File: src/rtl/pesd_pkg.sv
// Package with constants and types for the pack presence and emergency shutdown block
package pesd_pkg;

  localparam int unsigned CLK_FREQ_HZ        = 100_000_000;
  localparam int unsigned SYSTEM_PRESENT_N_INTERVAL_MS   = 1000;
  localparam int unsigned SYSTEM_PRESENT_N_INTERVAL_CYC  = (CLK_FREQ_HZ / 1000) * SYSTEM_PRESENT_N_INTERVAL_MS;
  localparam int unsigned OFF_TIMEOUT_MS     = 10_000;
  localparam int unsigned OFF_TIMEOUT_CYC    = (CLK_FREQ_HZ / 1000) * OFF_TIMEOUT_MS;
  localparam int unsigned TICK_CYC           = 100_000;
  localparam int unsigned TIMEOUT_W          = 16;
  localparam logic [TIMEOUT_W-1:0] OFF_TIMEOUT_TICKS_RST = 16'h2710;
  localparam logic [1:0]  SYNC_RST           = 2'h3;

  typedef enum logic [2:0] {
    PESD_ST_ON   = 3'b001,
    PESD_ST_OFF  = 3'b010,
    PESD_ST_FUSE = 3'b100
  } pesd_state_t;

endpackage

File: src/rtl/pesd_sync_if.sv
// Interface carrying a synchronised input and its falling-edge event
`timescale 1ns/100ps
interface pesd_sync_if;
  logic level;
  logic fall;
  modport src (output level, output fall);
  modport dst (input level, input fall);
endinterface

File: src/rtl/pesd_edge_sync.sv
// Two-flop synchroniser with falling-edge detector
`timescale 1ns/100ps
module pesd_edge_sync (
  input  wire logic   clk_i,
  input  wire logic   rst_n_i,
  input  wire logic   en_i,
  input  wire logic   async_i,
  pesd_sync_if.src    sync
);
  import pesd_pkg::*;

  logic [1:0] sync_q;
  logic       last_q;

  always_ff @(posedge clk_i) begin
    if (!rst_n_i) begin
      sync_q <= SYNC_RST;
      last_q <= 1'b1;
    end else if (en_i) begin
      sync_q <= {sync_q[0], async_i};
      last_q <= sync_q[1];
    end
  end

  // Edge looks only at the second stage and beyond
  assign sync.level = sync_q[1];
  assign sync.fall  = en_i & last_q & ~sync_q[1];
endmodule

File: src/rtl/pesd_top.sv
// Pack presence sampling, emergency shutdown and fuse control
`timescale 1ns/100ps
module pesd_top #(
  parameter int unsigned SYSTEM_PRESENT_N_INTERVAL = pesd_pkg::SYSTEM_PRESENT_N_INTERVAL_CYC,
  parameter int unsigned TICK          = pesd_pkg::TICK_CYC
) (
  input  wire logic                           clk_i,
  input  wire logic                           rst_n_i,
  input  wire logic                           clk_en_i,
  input  wire logic                           system_present_n_i,
  input  wire logic                           emergency_off_n_i,
  input  wire logic [pesd_pkg::TIMEOUT_W-1:0] off_timeout_ticks_i,
  input  wire logic                           second_level_fault_i,
  input  wire logic                           temp_out_of_range_i,
  input  wire logic                           charge_request_i,
  input  wire logic                           discharge_request_i,
  output logic                                system_present_o,
  output logic                                charge_switch_o,
  output logic                                discharge_switch_o,
  output logic                                fuse_blow_o,
  output logic                                emergency_off_o,
  output logic                                charge_inhibit_o,
  output logic                                charge_suspend_o
);
  import pesd_pkg::*;

  pesd_sync_if off_sync ();

  pesd_edge_sync u_off_sync (
    .clk_i   (clk_i),
    .rst_n_i (rst_n_i),
    .en_i    (clk_en_i),
    .async_i (emergency_off_n_i),
    .sync    (off_sync)
  );

  function automatic logic cnt_done(input logic [31:0] cnt, input int unsigned lim);
    cnt_done = (cnt >= 32'(lim - 1));
  endfunction

  logic [31:0]          system_present_n_cnt_q;
  logic [31:0]          tick_cnt_q;
  logic                 tick;
  logic [TIMEOUT_W-1:0] off_ticks_q;
  pesd_state_t          state_q;
  logic                 charging_q;

  // Presence sampled once per interval
  always_ff @(posedge clk_i) begin
    if (!rst_n_i) begin
      system_present_n_cnt_q       <= '0;
      system_present_o <= 1'b0;
    end else if (clk_en_i) begin
      if (cnt_done(system_present_n_cnt_q, SYSTEM_PRESENT_N_INTERVAL)) begin
        system_present_n_cnt_q       <= '0;
        system_present_o <= ~system_present_n_i;
      end else begin
        system_present_n_cnt_q <= system_present_n_cnt_q + 32'h1;
      end
    end
  end

  // Free-running timebase for the shutdown timeout
  always_ff @(posedge clk_i) begin
    if (!rst_n_i) begin
      tick_cnt_q <= '0;
    end else if (clk_en_i) begin
      if (tick) begin
        tick_cnt_q <= '0;
      end else begin
        tick_cnt_q <= tick_cnt_q + 32'h1;
      end
    end
  end
  assign tick = cnt_done(tick_cnt_q, TICK);

  // Switch control state machine; fuse state is terminal
  always_ff @(posedge clk_i) begin
    if (!rst_n_i) begin
      state_q     <= PESD_ST_ON;
      off_ticks_q <= '0;
    end else if (clk_en_i) begin
      case (state_q)
        PESD_ST_ON: begin
          if (second_level_fault_i) begin
            state_q <= PESD_ST_FUSE;
          end else if (off_sync.fall) begin
            state_q     <= PESD_ST_OFF;
            off_ticks_q <= '0;
          end
        end
        PESD_ST_OFF: begin
          if (second_level_fault_i) begin
            state_q <= PESD_ST_FUSE;
          end else if (off_sync.fall) begin
            state_q <= PESD_ST_ON;
          end else if (tick) begin
            if (off_ticks_q + TIMEOUT_W'(1) >= off_timeout_ticks_i) begin
              state_q <= PESD_ST_ON;
            end else begin
              off_ticks_q <= off_ticks_q + TIMEOUT_W'(1);
            end
          end
        end
        PESD_ST_FUSE: begin
          state_q <= PESD_ST_FUSE;
        end
        default: begin
          state_q <= PESD_ST_FUSE;
        end
      endcase
    end
  end

  // Tracks whether a charge is in progress; a charge cannot start while too hot or cold
  always_ff @(posedge clk_i) begin
    if (!rst_n_i) begin
      charging_q <= 1'b0;
    end else if (clk_en_i) begin
      charging_q <= charge_request_i & (state_q == PESD_ST_ON)
                    & (charging_q | ~temp_out_of_range_i);
    end
  end

  // Registered outputs
  always_ff @(posedge clk_i) begin
    if (!rst_n_i) begin
      charge_switch_o    <= 1'b0;
      discharge_switch_o <= 1'b0;
      fuse_blow_o        <= 1'b0;
      emergency_off_o    <= 1'b0;
      charge_inhibit_o   <= 1'b0;
      charge_suspend_o   <= 1'b0;
    end else if (clk_en_i) begin
      // Both paths open together outside the on state
      charge_switch_o    <= (state_q == PESD_ST_ON) & charge_request_i
                            & ~temp_out_of_range_i;
      discharge_switch_o <= (state_q == PESD_ST_ON) & discharge_request_i;
      fuse_blow_o        <= (state_q == PESD_ST_FUSE);
      emergency_off_o    <= (state_q == PESD_ST_OFF);
      charge_inhibit_o   <= temp_out_of_range_i & charge_request_i & ~charging_q;
      charge_suspend_o   <= temp_out_of_range_i & charging_q;
    end
  end
endmodule

File: config.mk
export PLATFORM = sky130hd
export DESIGN_NAME = pesd_top
export DESIGN_NICKNAME = d
export VERILOG_FILES = /design/src/rtl/pesd_pkg.sv /design/src/rtl/pesd_sync_if.sv /design/src/rtl/pesd_edge_sync.sv /design/src/rtl/pesd_top.sv
export SDC_FILE = /design/constraint.sdc
export NUM_CORES = 1
export LEC_CHECK = 0
export BUFFER_PORTS_ARGS = -buffer_cell sky130_fd_sc_hd__buf_2
export CAP_MARGIN = 5
export CORE_UTILIZATION = 25
export CTS_BUF_LIST = sky130_fd_sc_hd__clkbuf_8 sky130_fd_sc_hd__clkbuf_16
export CTS_CLUSTER_DIAMETER = 100
export DETAILED_ROUTE_END_ITERATION = 8
export HOLD_SLACK_MARGIN = 0.08
export SLEW_MARGIN = 20
export SYNTH_ARGS = -nofsm -noshare
export SYNTH_HDL_FRONTEND = slang
export SYNTH_HIERARCHICAL = 1
export SYNTH_SLANG_ARGS = --single-unit
export TNS_END_PERCENT = 30
File: constraint.sdc
create_clock -name clk_i -period 4.56 [get_ports clk_i]
set_clock_uncertainty 0.05 [all_clocks]
set_input_delay 0.228 -clock clk_i [delete_from_list [all_inputs] [get_ports clk_i]]
set_output_delay 0.228 -clock clk_i [all_outputs]
set_load 0.02 [all_outputs]
==> flow_metrics.env, run 1 <==
export IMPL_ys_warn_count=6
export IMPL_vias=3970
export IMPL_cts_resized=0
export IMPL_grt_pass1_vias=3793
export IMPL_seq_area_frac_synth=0.390
export IMPL_grt_pass1_wl_um=18200
export IMPL_area_growth_syn_to_layout_pct=15.5
export IMPL_cts_buffer_depth=2
export IMPL_post_route_period_util=0.838
export IMPL_floorplan_initialDensity=0.256
export IMPL_grt_total_usage=0.114
export IMPL_wirelength_um=10500
export IMPL_switching_power_uw=394
export IMPL_cts_hold_buffers=0
export IMPL_post_cts_buffers=0
export IMPL_power_leakage_nw=2.10
export IMPL_final_area_mm2=0.00558
export IMPL_p_int_mw=1.35
export IMPL_worst_ep_required_time_ns=4.79
export IMPL_synth_edf_count=0
export IMPL_post_route_min_period_ns=3.82
export IMPL_clock_latency_ns=0.35
export IMPL_crit_path_top_delay_cell="nor3_1"
export IMPL_place_area_mm2=0.00526
export IMPL_hold_violations=0
export IMPL_clock_sinks=94
export IMPL_rsz0062_at_grt="no"
export IMPL_num_fill_cells=2026
export IMPL_nets=654
export IMPL_wl_per_cell_um=12.0
export IMPL_setup_viol=0
export IMPL_drt_iter0_markers=246
export IMPL_crit_chain="nand3_1, nor3_1, nand4_1, xnor2_1, ha_1, a21oi_1, o21ai_0, a2111oi_4, a21oi_1, buf_4, nor2_1, mux2i_1"
export IMPL_syn_avg_cell_area_um2=8.26
export IMPL_grt_max_degree=38
export IMPL_cp_arrival_ns=4.05
export IMPL_finalPower_mw=1.74
export IMPL_max_stage_delay_ns=0.57
export IMPL_clk_pin_slew_ns=0.07
export IMPL_ys_dominant_reg_cell="dfxtp_1"
export IMPL_die_area_mm2=0.0199
export IMPL_overflow=0
export IMPL_htree_levels=3
export IMPL_synthesis_nets=628
export IMPL_p_per_area_mw_per_mm2=312
export IMPL_async_flop_share=0
export IMPL_synthTopCellsByCount="94 x dfxtp_1, 94 x nor2_1, 52 x nand2_1"
export IMPL_n_antenna_cell=0
export IMPL_max_vdd_ir_drop_v=0.000157
export IMPL_numCtsBuffers=9
export IMPL_ys_ff_latch=94
export IMPL_critPathMaxFanout=17
export IMPL_root_buffer="clkbuf_16"
export IMPL_status="finished, final reports clean"
export IMPL_power_share_switching=0.226
export IMPL_drive_above_1_share=0.0943
export IMPL_startpoint_type="flop"
export IMPL_ant_nets=0
export IMPL_die_x_um=141
export IMPL_crit_buf_inv=1
export IMPL_yosys_cell_types_count=49
export IMPL_fp_dieH_um=141
export IMPL_crit_path_end_kind="flop"
export IMPL_synthTopCellsByArea="dfxtp_1 39%, nor2_1 7.3%, xnor2_1 6.5%"
export IMPL_pin_count=32
export IMPL_maxCapViolCount=0
export IMPL_maxSlewViolCount=0
export IMPL_p_clk_frac=0.457
export IMPL_synth_cells=584
export IMPL_combinationalPowerShare=0.060
export IMPL_gp_congestion=0.780
export IMPL_drcViolationCount=0
export IMPL_cts_tree="built"
export IMPL_fmax_mhz=262
export IMPL_netlist_area_mm2=0.00483
export IMPL_crit_family="simple AND/OR/NAND/NOR gates"
export IMPL_yosys_area_top_type="dfxtp_1"
export IMPL_critPathKind="reg -> reg"
export IMPL_crit_top_cell="a21oi_1"
export IMPL_worst_pin_slew_ns=1.12
export IMPL_firstDrtPassIters=4
export IMPL_fin_setup_tns_ns=0
export IMPL_sequentialPowerShare=0.483
export IMPL_synth_top_area_frac=0.390
export IMPL_relSlewSlack=0.253
export IMPL_holdCritPathClass="in -> reg"
export IMPL_hold_slack_ns=0.106
export IMPL_vias_per_cell=4.54
export IMPL_core_area_mm2=0.0188
export IMPL_row_count=50
export IMPL_dp_hpwl_um=7430
export IMPL_antenna_found_initial=0
export IMPL_portBuffers=31
[tightest hold or removal path: cells and delay by family]
family	cells	cell delay [ns]
AO/OA/AOI/OAI	1	0.06
AND/OR/NAND/NOR	1	0.07
buffers and inverters	1	0.10
[per-layer routing]
metal	part of all wire	vias to the layer above	track usage
met5	0	-	0
met3	0.032	8	0.0343
met1	0.52	1811	0.149
met2	0.44	45	0.179
met4	0.013	0	0.0366
li1	-	2106	-
[stage by stage]
step	std cells	setup WS, ns	utilization
CTS	875	0.757	0.296
finish	875	0.738	0.296
global placement	859	0.829	0.279
global route	875	0.456	0.296
detailed placement	859	0.763	0.279
floorplan	584	1.34	-
[sequential cells by signal, summed over array words and instances (netlist names), 2 cells and up]
signal,count
off_ticks_q,16
state_q,3
system_present_n_cnt_q,32
tick_cnt_q,32
u_off_sync/sync_q,2
[layout by cell type (no fill, tap or decap), types with 3 or more instances in the layout]
master and instances:
nor2_1 94, dfxtp_1 94, nand2_1 51, xnor2_1 36, nand3_1 33, buf_2 31, xor2_1 26, inv_1 25
nand4_1 22, a21oi_1 22, ha_1 19, and3_1 15, nand2b_1 12, a31oi_1 12, nor3_1 11, o21ai_0 10
and4_1 9, mux2i_1 9, clkbuf_16 9, o311ai_0 8, o31ai_1 8, nor4_1 7, and2_1 4, nor2b_1 4
or4_1 4, clkinv_2 4, o211ai_1 3, nor3b_1 3
[cell families after synthesis]
family                   share of synthesized area
XOR/XNOR                                     0.113
multiplexers                                0.0210
flip-flops                                   0.390
buffers and inverters                       0.0337
AND/OR/NAND/NOR                              0.291
AO/OA/AOI/OAI                                0.103
adder cells (fa/ha/maj)                     0.0493
[worst paths after layout]
check | start | slack (ns) | endpoint | depth (start not counted)
min reg2reg | emergency_off_o$_SDFFE_PN0P_ | 0.42 | emergency_off_o$_SDFFE_PN0P_ | 2
min | discharge_request_i | 0.11 | discharge_switch_o$_SDFFE_PN0P_ | 3
max | off_ticks_q[2]$_SDFFE_PN0P_ | 0.74 | off_ticks_q[15]$_SDFFE_PN0P_ | 12
max reg2reg | off_ticks_q[2]$_SDFFE_PN0P_ | 0.74 | off_ticks_q[15]$_SDFFE_PN0P_ | 12
[cell type report]
cell class                      count  area (um2)  share of cell area
Multi-Input combinational cell    447        2790               0.500
Sequential cell                    94        1880               0.338
Tap cell                          260         325              0.0583
Clock buffer                        9         225              0.0404
Timing Repair Buffer               33         170              0.0305
Inverter                           25        93.8              0.0168
Clock inverter                      7        88.8              0.0159
[power groups by stage]
stage          Sequential, mW  Combinational, mW  Clock (mW)
2_1_floorplan           0.859             0.0658           0
3_5_place_dp            0.859              0.103           0
5_1_grt                 0.842              0.117       0.848
4_1_cts                 0.840              0.103       0.818
6_report                0.841              0.104       0.795
3_3_place_gp            0.859              0.103           0
(Power assumes the default switching activity.)
==> run 2: changes to the inputs <==
==> constraint.sdc (replaced) <==
create_clock -name clk_i -period 3.39 [get_ports clk_i]
set_clock_uncertainty 0.05 [all_clocks]
set_input_delay 0.1695 -clock clk_i [delete_from_list [all_inputs] [get_ports clk_i]]
set_output_delay 0.1695 -clock clk_i [all_outputs]
set_load 0.02 [all_outputs]
==> run 2 against run 1 <==
Net effect: maximum frequency rose by 18%; non-clock buffer count rose by 28; register-to-register slack got worse by 0.58 ns; setup slack lost 0.58 ns; highest routed layer unchanged.
==> flow_metrics.env, run 2 (synthesis results as in run 1) <==
export IMPL_status="finished, final reports clean"
export IMPL_power_share_switching=0.226
export IMPL_floorplan_initialDensity=0.256
export IMPL_fin_setup_tns_ns=0
export IMPL_combinationalPowerShare=0.067
export IMPL_max_vdd_ir_drop_v=0.000235
export IMPL_relSlewSlack=0.639
export IMPL_hold_violations=0
export IMPL_worst_ep_required_time_ns=3.62
export IMPL_fmax_mhz=309
export IMPL_startpoint_type="flop"
export IMPL_die_area_mm2=0.0199
export IMPL_wl_per_cell_um=12.0
export IMPL_nets=682
export IMPL_p_per_area_mw_per_mm2=406
export IMPL_antenna_found_initial=0
export IMPL_p_clk_frac=0.459
export IMPL_pin_count=32
export IMPL_p_int_mw=1.84
export IMPL_core_area_mm2=0.0188
export IMPL_maxCapViolCount=0
export IMPL_drt_iter0_markers=203
export IMPL_cts_tree="built"
export IMPL_grt_use_met1=0.152
export IMPL_grt_total_usage=0.116
export IMPL_row_count=50
export IMPL_holdCritPathClass="in -> reg"
export IMPL_cp_arrival_ns=3.47
export IMPL_met2_usage=0.183
export IMPL_vias_per_cell=4.61
export IMPL_gr_usage_met3=0.0265
export IMPL_dp_hpwl_um=7820
export IMPL_gp_congestion=0.798
export IMPL_setup_viol=0
export IMPL_switching_power_uw=539
export IMPL_power_leakage_nw=2.27
export IMPL_cts_buffer_depth=2
export IMPL_firstDrtPassIters=5
export IMPL_portBuffers=31
export IMPL_reg_largest_list="system_present_n_cnt_q x32, tick_cnt_q x32, off_ticks_q x16"
export IMPL_dp_worst_setup_slack_ns=-0.0550
export IMPL_final_cell_mix="92 x nor2_1, 90 x dfxtp_1, 52 x nand2_1, 34 x xnor2_1, 33 x nand3_1"
export IMPL_layout_commonest_cell="nor2_1"
export IMPL_clock_latency_ns=0.35
export IMPL_post_route_min_period_ns=3.23
export IMPL_crit_path_end_kind="flop"
export IMPL_critPathKind="reg -> reg"
export IMPL_grt_pass1_wl_um=18700
export IMPL_fin_cells=903
export IMPL_grt_pass1_vias=3904
export IMPL_die_x_um=141
export IMPL_busiest_layer="met2"
export IMPL_drcViolationCount=0
export IMPL_area_growth_syn_to_layout_pct=21.4
export IMPL_grt_max_degree=32
export IMPL_root_buffer="clkbuf_16"
export IMPL_hold_depth=3
export IMPL_vias=4160
export IMPL_wirelength_um=10900
export IMPL_critPathMaxFanout=4
export IMPL_clock_sinks=94
export IMPL_sequentialPowerShare=0.475
export IMPL_numCtsBuffers=9
export IMPL_n_antenna_cell=0
export IMPL_timing_final_ws_setup_ns=0.155
export IMPL_overflow=0
export IMPL_maxSlewViolCount=0
export IMPL_htree_levels=3
export IMPL_reg2reg_depth=13
export IMPL_worst_pin_slew_ns=0.539
export IMPL_drive_above_1_share=0.149
export IMPL_finalPower_mw=2.38
export IMPL_fp_dieH_um=141
export IMPL_post_route_period_util=0.954
export IMPL_ant_nets=0
export IMPL_clk_pin_slew_ns=0.07
export IMPL_placed_cells=882
==> run 2: power groups by stage <==
| stage | Sequential (mW) | Combinational, mW | Clock (mW) |
|---|---|---|---|
| 6_report | 1.13 | 0.158 | 1.09 |
| 5_1_grt | 1.13 | 0.177 | 1.17 |
| 3_5_place_dp | 1.16 | 0.152 | 0 |
| 3_3_place_gp | 1.16 | 0.152 | 0 |
| 2_1_floorplan | 1.15 | 0.0886 | 0 |
| 4_1_cts | 1.13 | 0.156 | 1.12 |
==> run 2: repair_timing <==
item,in CTS,in global routing
pin swaps,0,6
hold buffers,3,0
resized for setup,1,18
endpoints found under the setup margin,11,18
setup buffers,0,2
hold endpoints to repair,4,0
==> run 2: area by class of cell <==
class	instances	area, um2
Timing Repair Buffer	61	388
Inverter	25	93.8
Clock buffer	10	239
Multi-Input combinational cell	447	2850
Fill cell	2013	13000
Clock inverter	6	77.6
Tap cell	260	325
Sequential cell	94	1890
==> run 2: critical path, cell delays in order, from the launching register on <==
cell and delay (ns):
dfxtp_2 0.36, ha_2 0.19, nand3_1 0.16, nor2_4 0.19, nand3_1 0.15, xnor2_2 0.22, ha_1 0.30, nand4_1 0.12
inv_1 0.08, a2111oi_4 0.39, a21oi_2 0.14, buf_4 0.16, or4_1 0.50, a21oi_1 0.15
==> run 2: worst paths after layout <==
kind	slack, ns	to	start
worst max-delay path	0.16	off_ticks_q[3]$_SDFFE_PN0P_	off_ticks_q[0]$_SDFFE_PN0P_
worst min-delay path	0.09	charge_suspend_o$_SDFFE_PN0P_	temp_out_of_range_i
worst max register to register	0.16	off_ticks_q[3]$_SDFFE_PN0P_	off_ticks_q[0]$_SDFFE_PN0P_
worst min register to register	0.42	charge_suspend_o$_SDFFE_PN0P_	charge_suspend_o$_SDFFE_PN0P_
==> run 2: per-stage QoR <==
step,utilization,instance area [um2],hold slack (ns)
2_1_floorplan,-,4830,0.181
3_3_place_gp,0.288,5430,0.359
3_5_place_dp,0.288,5430,0.366
4_1_cts,0.307,5780,0.0848
5_1_grt,0.311,5860,0.101
6_report,0.311,5860,0.0909
==> run 2: routing by layer <==
layer | share of wire | up-vias
met4 | 0.020 | 0
li1 | - | 2164
met5 | 0 | -
met1 | 0.50 | 1908
met2 | 0.44 | 74
met3 | 0.040 | 14
